File: config.mk
export PLATFORM = sky130hd
export DESIGN_NAME = digital_input_conditioning
export DESIGN_NICKNAME = d
export VERILOG_FILES = /design/src/dic_pkg.sv /design/src/scan_timer.sv /design/src/input_conditioner.sv /design/src/digital_input_conditioning.sv
export SDC_FILE = /design/constraint.sdc
export NUM_CORES = 1
export LEC_CHECK = 0
export BUFFER_PORTS_ARGS = -buffer_cell sky130_fd_sc_hd__buf_2
export CAP_MARGIN = 25
export CORE_MARGIN = 3
export CORE_UTILIZATION = 30
export CTS_BUF_LIST = sky130_fd_sc_hd__clkbuf_2 sky130_fd_sc_hd__clkbuf_4 sky130_fd_sc_hd__clkbuf_8
export DETAILED_ROUTE_END_ITERATION = 12
export GPL_ROUTABILITY_DRIVEN = 1
export PLACE_DENSITY = 0.5
export SKIP_CTS_REPAIR_TIMING = 1
export SYNTH_ARGS = -nofsm -noshare
export SYNTH_HDL_FRONTEND = slang
export SYNTH_HIERARCHICAL = 1
export SYNTH_SLANG_ARGS = --single-unit
File: constraint.sdc
create_clock -name mclk -period 8.64 [get_ports mclk]
set_input_delay 1.728 -clock mclk [delete_from_list [all_inputs] [get_ports mclk]]
set_output_delay 1.728 -clock mclk [all_outputs]
set_load 0.01 [all_outputs]
File: src/dic_pkg.sv
// Shared constants for the digital input conditioning and relay drive block.
package dic_pkg;

    // ------------------------------------------------------------------
    // Sizes
    // ------------------------------------------------------------------
    localparam int NUM_INPUTS = 3;
    localparam int NUM_RELAYS = 5;
    localparam int DELAY_W = 21;
    localparam int SEL_W = 2;
    localparam int ADDR_W = 8;
    localparam int DATA_W = 32;

    // ------------------------------------------------------------------
    // Timing
    // ------------------------------------------------------------------
    localparam int CLK_HZ = 200_000_000;
    localparam int MS_PER_SEC = 1000;
    localparam int MS_CYCLES = CLK_HZ / MS_PER_SEC;
    localparam int SCAN_PERIOD_MS = 5;
    localparam int OUT_SCAN_MS = 5;
    localparam logic [DELAY_W-1:0] AC_EXTRA_MS = 21'h00001E;
    localparam logic [DELAY_W-1:0] DELAY_RESET = 21'h000000;

    // ------------------------------------------------------------------
    // Register byte offsets
    // ------------------------------------------------------------------
    localparam logic [ADDR_W-1:0] OFF_INPUT_CFG = 8'h00;
    localparam logic [ADDR_W-1:0] OFF_RELAY_SW = 8'h04;
    localparam logic [ADDR_W-1:0] OFF_ROUTE_EN = 8'h08;
    localparam logic [ADDR_W-1:0] OFF_ROUTE_SEL = 8'h0C;
    localparam logic [ADDR_W-1:0] OFF_PICKUP_BASE = 8'h10;
    localparam logic [ADDR_W-1:0] OFF_DROPOUT_BASE = 8'h1C;
    localparam logic [ADDR_W-1:0] OFF_STATUS = 8'h28;
    localparam logic [ADDR_W-1:0] OFF_FAULT_CTRL = 8'h2C;
    localparam logic [ADDR_W-1:0] REG_STRIDE = 8'h04;

    // ------------------------------------------------------------------
    // Field positions
    // ------------------------------------------------------------------
    localparam int CFG_INVERT_LSB = 0;
    localparam int CFG_AC_LSB = 8;
    localparam int STAT_REPORTED_LSB = 0;
    localparam int STAT_CONSUMER_LSB = 4;
    localparam int STAT_RAW_LSB = 8;
    localparam int STAT_RELAY_LSB = 16;
    localparam int STAT_FAULT_RELAY_BIT = 24;
    localparam int FAULT_FORCE_BIT = 0;

    // Byte address of the idx-th word of a register array.
    function automatic logic [ADDR_W-1:0] regOffset(input logic [ADDR_W-1:0] base,
                                                    input int idx);
        regOffset = base + ADDR_W'(idx) * REG_STRIDE;
    endfunction

endpackage

File: src/scan_timer.sv
// Millisecond tick and periodic scan tick generator.
`timescale 1ns/1ps
module scan_timer
    import dic_pkg::*;
#(
    parameter int MS_CYCLES_P = MS_CYCLES,
    parameter int SCAN_MS_P = SCAN_PERIOD_MS
) (
    // Clock and reset
    input wire logic mclk,
    input wire logic resetn,
    // Ticks
    output logic msTick,
    output logic scanTick
);

    typedef struct packed {
        logic [31:0] cycleCnt;
        logic [7:0] msCnt;
        logic msTick;
        logic scanTick;
    } timer_state_t;

    timer_state_t state_reg;
    timer_state_t state_next;

    always_comb begin
        state_next = state_reg;
        state_next.msTick = 1'b0;
        state_next.scanTick = 1'b0;
        if (state_reg.cycleCnt == 32'(MS_CYCLES_P - 1)) begin
            state_next.cycleCnt = '0;
            state_next.msTick = 1'b1;
            if (state_reg.msCnt == 8'(SCAN_MS_P - 1)) begin
                state_next.msCnt = '0;
                state_next.scanTick = 1'b1;
            end else begin
                state_next.msCnt = state_reg.msCnt + 8'h01;
            end
        end else begin
            state_next.cycleCnt = state_reg.cycleCnt + 32'h00000001;
        end
    end

    always_ff @(posedge mclk) begin
        if (!resetn) begin
            state_reg <= '0;
        end else begin
            state_reg <= state_next;
        end
    end

    assign msTick = state_reg.msTick;
    assign scanTick = state_reg.scanTick;

endmodule

File: src/input_conditioner.sv
// One input channel: scan sampling, polarity select, pick-up and drop-off delays.
`timescale 1ns/1ps
module input_conditioner
    import dic_pkg::*;
(
    // Clock and reset
    input wire logic mclk,
    input wire logic resetn,
    // Ticks
    input wire logic msTick,
    input wire logic scanTick,
    // Pin and settings
    input wire logic pinLevel,
    input wire logic invertSel,
    input wire logic acMode,
    input wire logic [DELAY_W-1:0] pickupDelay,
    input wire logic [DELAY_W-1:0] dropoutDelay,
    // Results
    output logic sampledLevel,
    output logic reportedLevel
);

    typedef struct packed {
        logic sampled;
        logic reported;
        logic [DELAY_W:0] count;
    } chan_state_t;

    chan_state_t state_reg;
    chan_state_t state_next;
    logic [DELAY_W:0] limit;

    always_comb begin
        state_next = state_reg;
        limit = {1'b0, pickupDelay};
        if (state_reg.reported) begin
            limit = {1'b0, dropoutDelay} + {1'b0, (acMode ? AC_EXTRA_MS : DELAY_RESET)};
        end
        if (scanTick) begin
            state_next.sampled = pinLevel ^ invertSel;
        end
        if (state_reg.sampled == state_reg.reported) begin
            state_next.count = '0;
        end else if (state_reg.count >= limit) begin
            state_next.reported = state_reg.sampled;
            state_next.count = '0;
        end else if (msTick) begin
            state_next.count = state_reg.count + 22'h000001;
        end
    end

    always_ff @(posedge mclk) begin
        if (!resetn) begin
            state_reg <= '0;
        end else begin
            state_reg <= state_next;
        end
    end

    assign sampledLevel = state_reg.sampled;
    assign reportedLevel = state_reg.reported;

endmodule

File: src/digital_input_conditioning.sv
// Top level: input conditioning, register port, relay drive and system-fault relay.
`timescale 1ns/1ps
module digital_input_conditioning
    import dic_pkg::*;
#(
    parameter int MS_CYCLES_P = MS_CYCLES,
    parameter int SCAN_MS_P = SCAN_PERIOD_MS,
    parameter int OUT_SCAN_MS_P = OUT_SCAN_MS
) (
    // Clock and reset
    input wire logic mclk,
    input wire logic resetn,
    // Field inputs and health
    input wire logic [NUM_INPUTS-1:0] inputChannel,
    input wire logic powerGood,
    input wire logic systemFault,
    // Register port
    input wire logic [ADDR_W-1:0] regAddr,
    input wire logic [DATA_W-1:0] regWdata,
    input wire logic regWrite,
    input wire logic regRead,
    output logic [DATA_W-1:0] regRdata,
    // Relay outputs and internal consumer view
    output logic [NUM_RELAYS-1:0] relayChannel,
    output logic faultRelayEnergize,
    output logic [NUM_INPUTS-1:0] inputState
);

    // ------------------------------------------------------------------
    // State
    // ------------------------------------------------------------------
    typedef struct packed {
        logic [NUM_INPUTS-1:0] invertSel;
        logic [NUM_INPUTS-1:0] acMode;
        logic [NUM_INPUTS-1:0][DELAY_W-1:0] pickupDelay;
        logic [NUM_INPUTS-1:0][DELAY_W-1:0] dropoutDelay;
        logic [NUM_RELAYS-1:0] relaySw;
        logic [NUM_RELAYS-1:0] routeEn;
        logic [NUM_RELAYS-1:0][SEL_W-1:0] routeSel;
        logic faultForce;
        logic [NUM_INPUTS-1:0] consumerView;
        logic [NUM_RELAYS-1:0] relayDrive;
        logic faultRelay;
        logic [DATA_W-1:0] rdata;
    } top_state_t;

    top_state_t state_reg;
    top_state_t state_next;

    logic msTick;
    logic scanTick;
    logic outMsTick;
    logic outScanTick;
    logic [NUM_INPUTS-1:0] sampledLevel;
    logic [NUM_INPUTS-1:0] reportedLevel;

    // ------------------------------------------------------------------
    // Scan timing
    // ------------------------------------------------------------------
    scan_timer #(
        .MS_CYCLES_P(MS_CYCLES_P),
        .SCAN_MS_P(SCAN_MS_P)
    ) inputTimer (
        .mclk(mclk),
        .resetn(resetn),
        .msTick(msTick),
        .scanTick(scanTick)
    );

    // The output round has its own timer so its period can be set apart.
    scan_timer #(
        .MS_CYCLES_P(MS_CYCLES_P),
        .SCAN_MS_P(OUT_SCAN_MS_P)
    ) outputTimer (
        .mclk(mclk),
        .resetn(resetn),
        .msTick(outMsTick),
        .scanTick(outScanTick)
    );

    // ------------------------------------------------------------------
    // Input channels
    // ------------------------------------------------------------------
    for (genvar i = 0; i < NUM_INPUTS; i++) begin : gChan
        input_conditioner chan (
            .mclk(mclk),
            .resetn(resetn),
            .msTick(msTick),
            .scanTick(scanTick),
            .pinLevel(inputChannel[i]),
            .invertSel(state_reg.invertSel[i]),
            .acMode(state_reg.acMode[i]),
            .pickupDelay(state_reg.pickupDelay[i]),
            .dropoutDelay(state_reg.dropoutDelay[i]),
            .sampledLevel(sampledLevel[i]),
            .reportedLevel(reportedLevel[i])
        );
    end

    // ------------------------------------------------------------------
    // Next state
    // ------------------------------------------------------------------
    always_comb begin
        state_next = state_reg;
        state_next.rdata = '0;

        // Register writes.
        if (regWrite) begin
            if (regAddr == OFF_INPUT_CFG) begin
                state_next.invertSel = regWdata[CFG_INVERT_LSB +: NUM_INPUTS];
                state_next.acMode = regWdata[CFG_AC_LSB +: NUM_INPUTS];
            end
            if (regAddr == OFF_RELAY_SW) begin
                state_next.relaySw = regWdata[NUM_RELAYS-1:0];
            end
            if (regAddr == OFF_ROUTE_EN) begin
                state_next.routeEn = regWdata[NUM_RELAYS-1:0];
            end
            if (regAddr == OFF_ROUTE_SEL) begin
                state_next.routeSel = regWdata[NUM_RELAYS*SEL_W-1:0];
            end
            if (regAddr == OFF_FAULT_CTRL) begin
                state_next.faultForce = regWdata[FAULT_FORCE_BIT];
            end
            for (int i = 0; i < NUM_INPUTS; i++) begin
                if (regAddr == regOffset(OFF_PICKUP_BASE, i)) begin
                    state_next.pickupDelay[i] = regWdata[DELAY_W-1:0];
                end
                if (regAddr == regOffset(OFF_DROPOUT_BASE, i)) begin
                    state_next.dropoutDelay[i] = regWdata[DELAY_W-1:0];
                end
            end
        end

        // Register reads; the data stand only in the following cycle.
        if (regRead) begin
            if (regAddr == OFF_INPUT_CFG) begin
                state_next.rdata[CFG_INVERT_LSB +: NUM_INPUTS] = state_reg.invertSel;
                state_next.rdata[CFG_AC_LSB +: NUM_INPUTS] = state_reg.acMode;
            end
            if (regAddr == OFF_RELAY_SW) begin
                state_next.rdata[NUM_RELAYS-1:0] = state_reg.relaySw;
            end
            if (regAddr == OFF_ROUTE_EN) begin
                state_next.rdata[NUM_RELAYS-1:0] = state_reg.routeEn;
            end
            if (regAddr == OFF_ROUTE_SEL) begin
                state_next.rdata[NUM_RELAYS*SEL_W-1:0] = state_reg.routeSel;
            end
            if (regAddr == OFF_FAULT_CTRL) begin
                state_next.rdata[FAULT_FORCE_BIT] = state_reg.faultForce;
            end
            if (regAddr == OFF_STATUS) begin
                state_next.rdata[STAT_REPORTED_LSB +: NUM_INPUTS] = reportedLevel;
                state_next.rdata[STAT_CONSUMER_LSB +: NUM_INPUTS] = state_reg.consumerView;
                state_next.rdata[STAT_RAW_LSB +: NUM_INPUTS] = sampledLevel;
                state_next.rdata[STAT_RELAY_LSB +: NUM_RELAYS] = state_reg.relayDrive;
                state_next.rdata[STAT_FAULT_RELAY_BIT] = state_reg.faultRelay;
            end
            for (int i = 0; i < NUM_INPUTS; i++) begin
                if (regAddr == regOffset(OFF_PICKUP_BASE, i)) begin
                    state_next.rdata[DELAY_W-1:0] = state_reg.pickupDelay[i];
                end
                if (regAddr == regOffset(OFF_DROPOUT_BASE, i)) begin
                    state_next.rdata[DELAY_W-1:0] = state_reg.dropoutDelay[i];
                end
            end
        end

        // Internal consumers take the conditioned state at the next scan.
        if (scanTick) begin
            state_next.consumerView = reportedLevel;
        end

        // Relays are refreshed on the output round; routed inputs come from
        // the consumer view (inputState), which takes the conditioned state only at each input scan.
        if (outScanTick) begin
            for (int r = 0; r < NUM_RELAYS; r++) begin
                if (state_reg.routeEn[r]) begin
                    if (int'(state_reg.routeSel[r]) < NUM_INPUTS) begin
                        state_next.relayDrive[r] =
                            state_reg.consumerView[state_reg.routeSel[r]];
                    end else begin
                        state_next.relayDrive[r] = 1'b0;
                    end
                end else begin
                    state_next.relayDrive[r] = state_reg.relaySw[r];
                end
            end
        end

        // The changeover relay drops whenever health is lost.
        state_next.faultRelay = powerGood & ~systemFault & ~state_reg.faultForce;
    end

    // ------------------------------------------------------------------
    // State register
    // ------------------------------------------------------------------
    always_ff @(posedge mclk) begin
        if (!resetn) begin
            state_reg <= '0;
        end else begin
            state_reg <= state_next;
        end
    end

    // ------------------------------------------------------------------
    // Outputs
    // ------------------------------------------------------------------
    assign regRdata = state_reg.rdata;
    assign relayChannel = state_reg.relayDrive;
    assign faultRelayEnergize = state_reg.faultRelay;
    assign inputState = state_reg.consumerView;

endmodule

==> Word level (Yosys, flattened, before mapping) <==
Index checks and enable logic that the tools add are counted.
{ "totals": {"regBits": 349, "output_inout_bits": 41} }
{ "op_classes": {"add_sub_neg": 10, "order_cmp": 13, "eq_ne": 18, "muxes": 47, "bitwise_logic": 11, "reduce_logical": 24} }
{ "ops": {"columns": ["cell", "count"], "rows": [
  ["$mux W21", 6],
  ["$add A21 B21 Y22", 3],
  ["$add A22 B1 Y22 const B", 3],
  ["$ge A22 B22 Y1", 3],
  ["$mux W22", 3],
  ["$add A32 B1 Y32 const B", 2],
  ["$eq A32 B18 Y1 const B", 2],
  ["$reduce_and A2 Y1", 17],
  ["$eq A8 B5 Y1 const B", 4],
  ["$eq A8 B6 Y1 const B", 4],
  ["$mux W5", 6],
  ["$eq A8 B3 Y1 const B", 3],
  ["$mux W1", 18],
  ["$add A8 B1 Y8 const B", 2],
  ["$eq A8 B4 Y1 const B", 2],
  ["$mux W8", 2],
  ["$lt A2 B3 Y1 const B", 5],
  ["$mux W3", 5],
  ["$bmux W1 S2", 5],
  ["$lt A2 B2 Y1 const B", 5],
  ["$mux W10", 1],
  ["$reduce_or A3 Y1", 3],
  ["$logic_not A8 Y1", 1],
  ["$not A1 Y1", 6],
  ["other kinds (6)", 12]
]} }

==> Logic depth before layout (Yosys ltp) <==
{ "depth": {"word_depth": 13, "ltp_mapped": 17, "ltp_nobuf": 16} }

==> Hierarchy <==
Netlist, hierarchy kept.
{ "modules_own_cells": {"columns": ["module", "instances", "cells_each", "area_per_inst_um2"], "rows": [
  ["digital_input_conditioning", 1, 1069, 8629.5],
  ["input_conditioner (gChan[0].chan ...)", 2, 279, 2205.9],
  ["scan_timer", 2, 226, 1929.4],
  ["input_conditioner (gChan[1].chan)", 1, 274, 2242.2]
]} }

==> Worst setup path before layout <==
Ideal clock, no wire load.
{ "synth_path": {"path_kind": "register -> register", "startpoint": "reg state_reg[190] (netlist name)", "endpoint": "reg gChan[2].chan/state_reg[1] (netlist name)", "setup_time_ns": 0.064, "arrival_time_ns": 3.641, "path_slack_ns": 4.935, "stages_incl_launch_ff": 17, "period_less_slack_ns": 3.705, "path_cell_list": "dfxtp_1 > ha_1 > inv_1 > fa_1 > nor2b_1 > o21ai_0 > a2111oi_2 > xnor2_1 > nand2_1 > o21ai_0 > ha_1 > a21oi_1 > a21oi_1 > a211o_1 > or4_4 > buf_6 > nor2_1"} }
{ "synth_rtl": {"columns": ["item", "line_no", "source"], "rows": [
  ["end signal, assigned", "input_conditioner.sv:56", "state_reg <= state_next;"],
  ["end, declared", "input_conditioner.sv:29", "chan_state_t state_reg;"]
]} }

==> results.py <==
metrics = {
    "finish": {
        "nFillCells": 6610,
        "syn2layout_area_growth_pct": 11.3,
        "utilization": 0.341,
        "largest_register_ffs": 153,
        "final_nets": 2487,
        "drive_gt1_frac": 0.101,
        "final_cell_mix": "nand2_1, dfxtp_1, nor2_1",
        "final_common_cell": "nand2_1",
        "finalNonFillerCells": 3232,
    },
    "setup_path": {
        "critPathMaxFanout": 22,
        "critPathSlowestCell": "nand4b_1",
        "r2r_setup_slack_ns": 4.07,
        "path_buf_inv": 1,
        "cp_common_cell": "ha_1",
        "path_cells": "ha_1 > inv_1 > fa_1 > and2b_1 > o21ai_4 > a2111oi_4 > nand3_1 > xnor2_1 > mux2i_1 > ha_1 > nand4_1 > nor4_2 > nand2_1 > o311ai_1 > nand4b_1 > nor2_1",
        "cp_slowest_stage_delay_ns": 0.70,
        "arrival_ns": 5.08,
        "cp_top_family": "simple AND/OR/NAND/NOR gates",
        "required_ns": 9.15,
        "end_kind": "flip-flop",
        "crit_type": "reg2reg",
        "cp-start-kind": "flip-flop",
    },
    "global_route": {
        "grt_max_degree": 72,
        "grt_busiest_layer": "met2",
        "grt_pass1_vias": 15800,
        "use_met1": 0.249,
        "antenna_found_initial": 3,
        "grt_pass1_wl_mm": 95.0,
        "gr-total-overflow": 0,
        "grt_usage": 0.180,
        "gr-usage-met3": 0.0299,
        "grt_use_met2": 0.281,
    },
    "routing": {
        "routed_via_density": 5.23,
        "dr.pass1.iters": 5,
        "wl_per_cell_um": 19.1,
        "final_antenna_net_count": 0,
        "wirelength_mm": 61.8,
        "drc": 0,
        "drtIter0Drc": 1406,
        "vias": 16900,
    },
    "clock_network": {
        "htree_levels": 2,
        "cts_tree": "yes",
        "cts_sinks": 339,
        "cts_inserted_buffers": 61,
        "clk-insertion-delay-late_ns": 0.67,
        "cts-root-buf": "clkbuf_8",
        "cts_max_path_buffers": 3,
        "path_clk_slew_ns": 0.07,
    },
    "timing": {
        "post-route-period-util": 0.529,
        "setup_viol": 0,
        "fin_crit_ns": 4.57,
        "relSlewSlack": 0.296,
        "tns_ns": 0,
        "max_freq_ghz": 0.219,
        "hold_viol_final": 0,
        "fin_skew_ns": 0.0286,
        "fin_hold_ws_ns": 0.470,
        "slew_violations": 0,
        "worst_slew_pin_slew_ns": 1.05,
        "rsz0062_at_grt": "false",
    },
    "floorplanning": {
        "start_util": 0.306,
        "die_w_um": 258,
        "row_count": 91,
        "num_io_pins": 90,
        "dieArea_um2": 66800,
        "die_y_um": 258,
        "coreArea_um2": 62400,
    },
    "outcome": {
        "outcome": "finished clean",
    },
    "yosys": {
        "yosys_warnings": 6,
        "avgSynthCellArea_um2": 8.13,
        "syn_inst": 2352,
        "synthesis.area_um2": 19100,
    },
    "placement": {
        "io_buffers": 68,
        "hpwl_mm": 44.4,
        "gp_congestion": 0.896,
        "place_inst": 3121,
    },
    "hold_path": {
        "hold_path.class": "reg2reg",
    },
    "pwr": {
        "ir_worst_vdd_mv": 0.107,
        "p_total_mw": 3.45,
        "leakage_nw": 7.16,
        "powerDensity_nw_per_um2": 162,
    },
    "flow_run": {
        "drv_cap": 0,
    },
}
## power breakdown
part / total (mW) / internal [mW] / switching, mW
Sequential: 1.57 / 1.57 / 0.00445
Combinational: 0.112 / 0.0317 / 0.0805
Clock: 1.77 / 1.05 / 0.717
Total: 3.45 / 2.65 / 0.802
## worst min-delay path, delay by kind of cell (launching register included)
kind             cells  cell delay [ns]
AND/OR/NAND/NOR      1             0.06
flip-flops           1             0.31
AO/OA/AOI/OAI        1             0.05
## final cells by class
| cell class | count | area [µm²] | area share |
|---|---|---|---|
| tap | 837 | 1050 | 0.0492 |
| clock buffer | 90 | 1140 | 0.0538 |
| timing repair buffer | 88 | 513 | 0.0241 |
| multi-input combinational | 1816 | 11400 | 0.534 |
| antenna | 2 | 5.00 | 0.000235 |
| sequential | 339 | 6790 | 0.319 |
| inverter | 42 | 158 | 0.00740 |
| clock inverter | 18 | 268 | 0.0126 |
## metal layers
| metal | share of wire | vias up |
|---|---|---|
| met4 | 0.031 | 0 |
| met5 | 0 | - |
| met1 | 0.47 | 8114 |
| met2 | 0.44 | 491 |
| li1 | - | 8162 |
| met3 | 0.059 | 128 |
## path summary, 6_finish.rpt
kind | start | end | cells after the start
hold reg to reg | outputTimer/state_reg[30]$_SDFF_PP0_ | outputTimer/state_reg[30]$_SDFF_PP0_ | 2
setup reg to reg | state_reg[189]$_SDFFE_PN0P_ | gChan[1].chan/state_reg[14]$_SDFFE_PP0P_ | 16
setup / recovery | state_reg[189]$_SDFFE_PN0P_ | gChan[1].chan/state_reg[14]$_SDFFE_PP0P_ | 16
hold / removal | outputTimer/state_reg[30]$_SDFF_PP0_ | outputTimer/state_reg[30]$_SDFF_PP0_ | 2
## through the flow
| stage | instance area (µm²) | setup slack, ns |
|---|---|---|
| after floorplan | 19200 | 4.93 |
| after global placement | 19800 | 3.99 |
| after detailed placement | 19800 | 3.94 |
| after CTS | 21300 | 4.04 |
| after global routing | 21300 | 3.73 |
| final | 21300 | 4.07 |
Note: power is estimated with default switching activity, not from simulation.
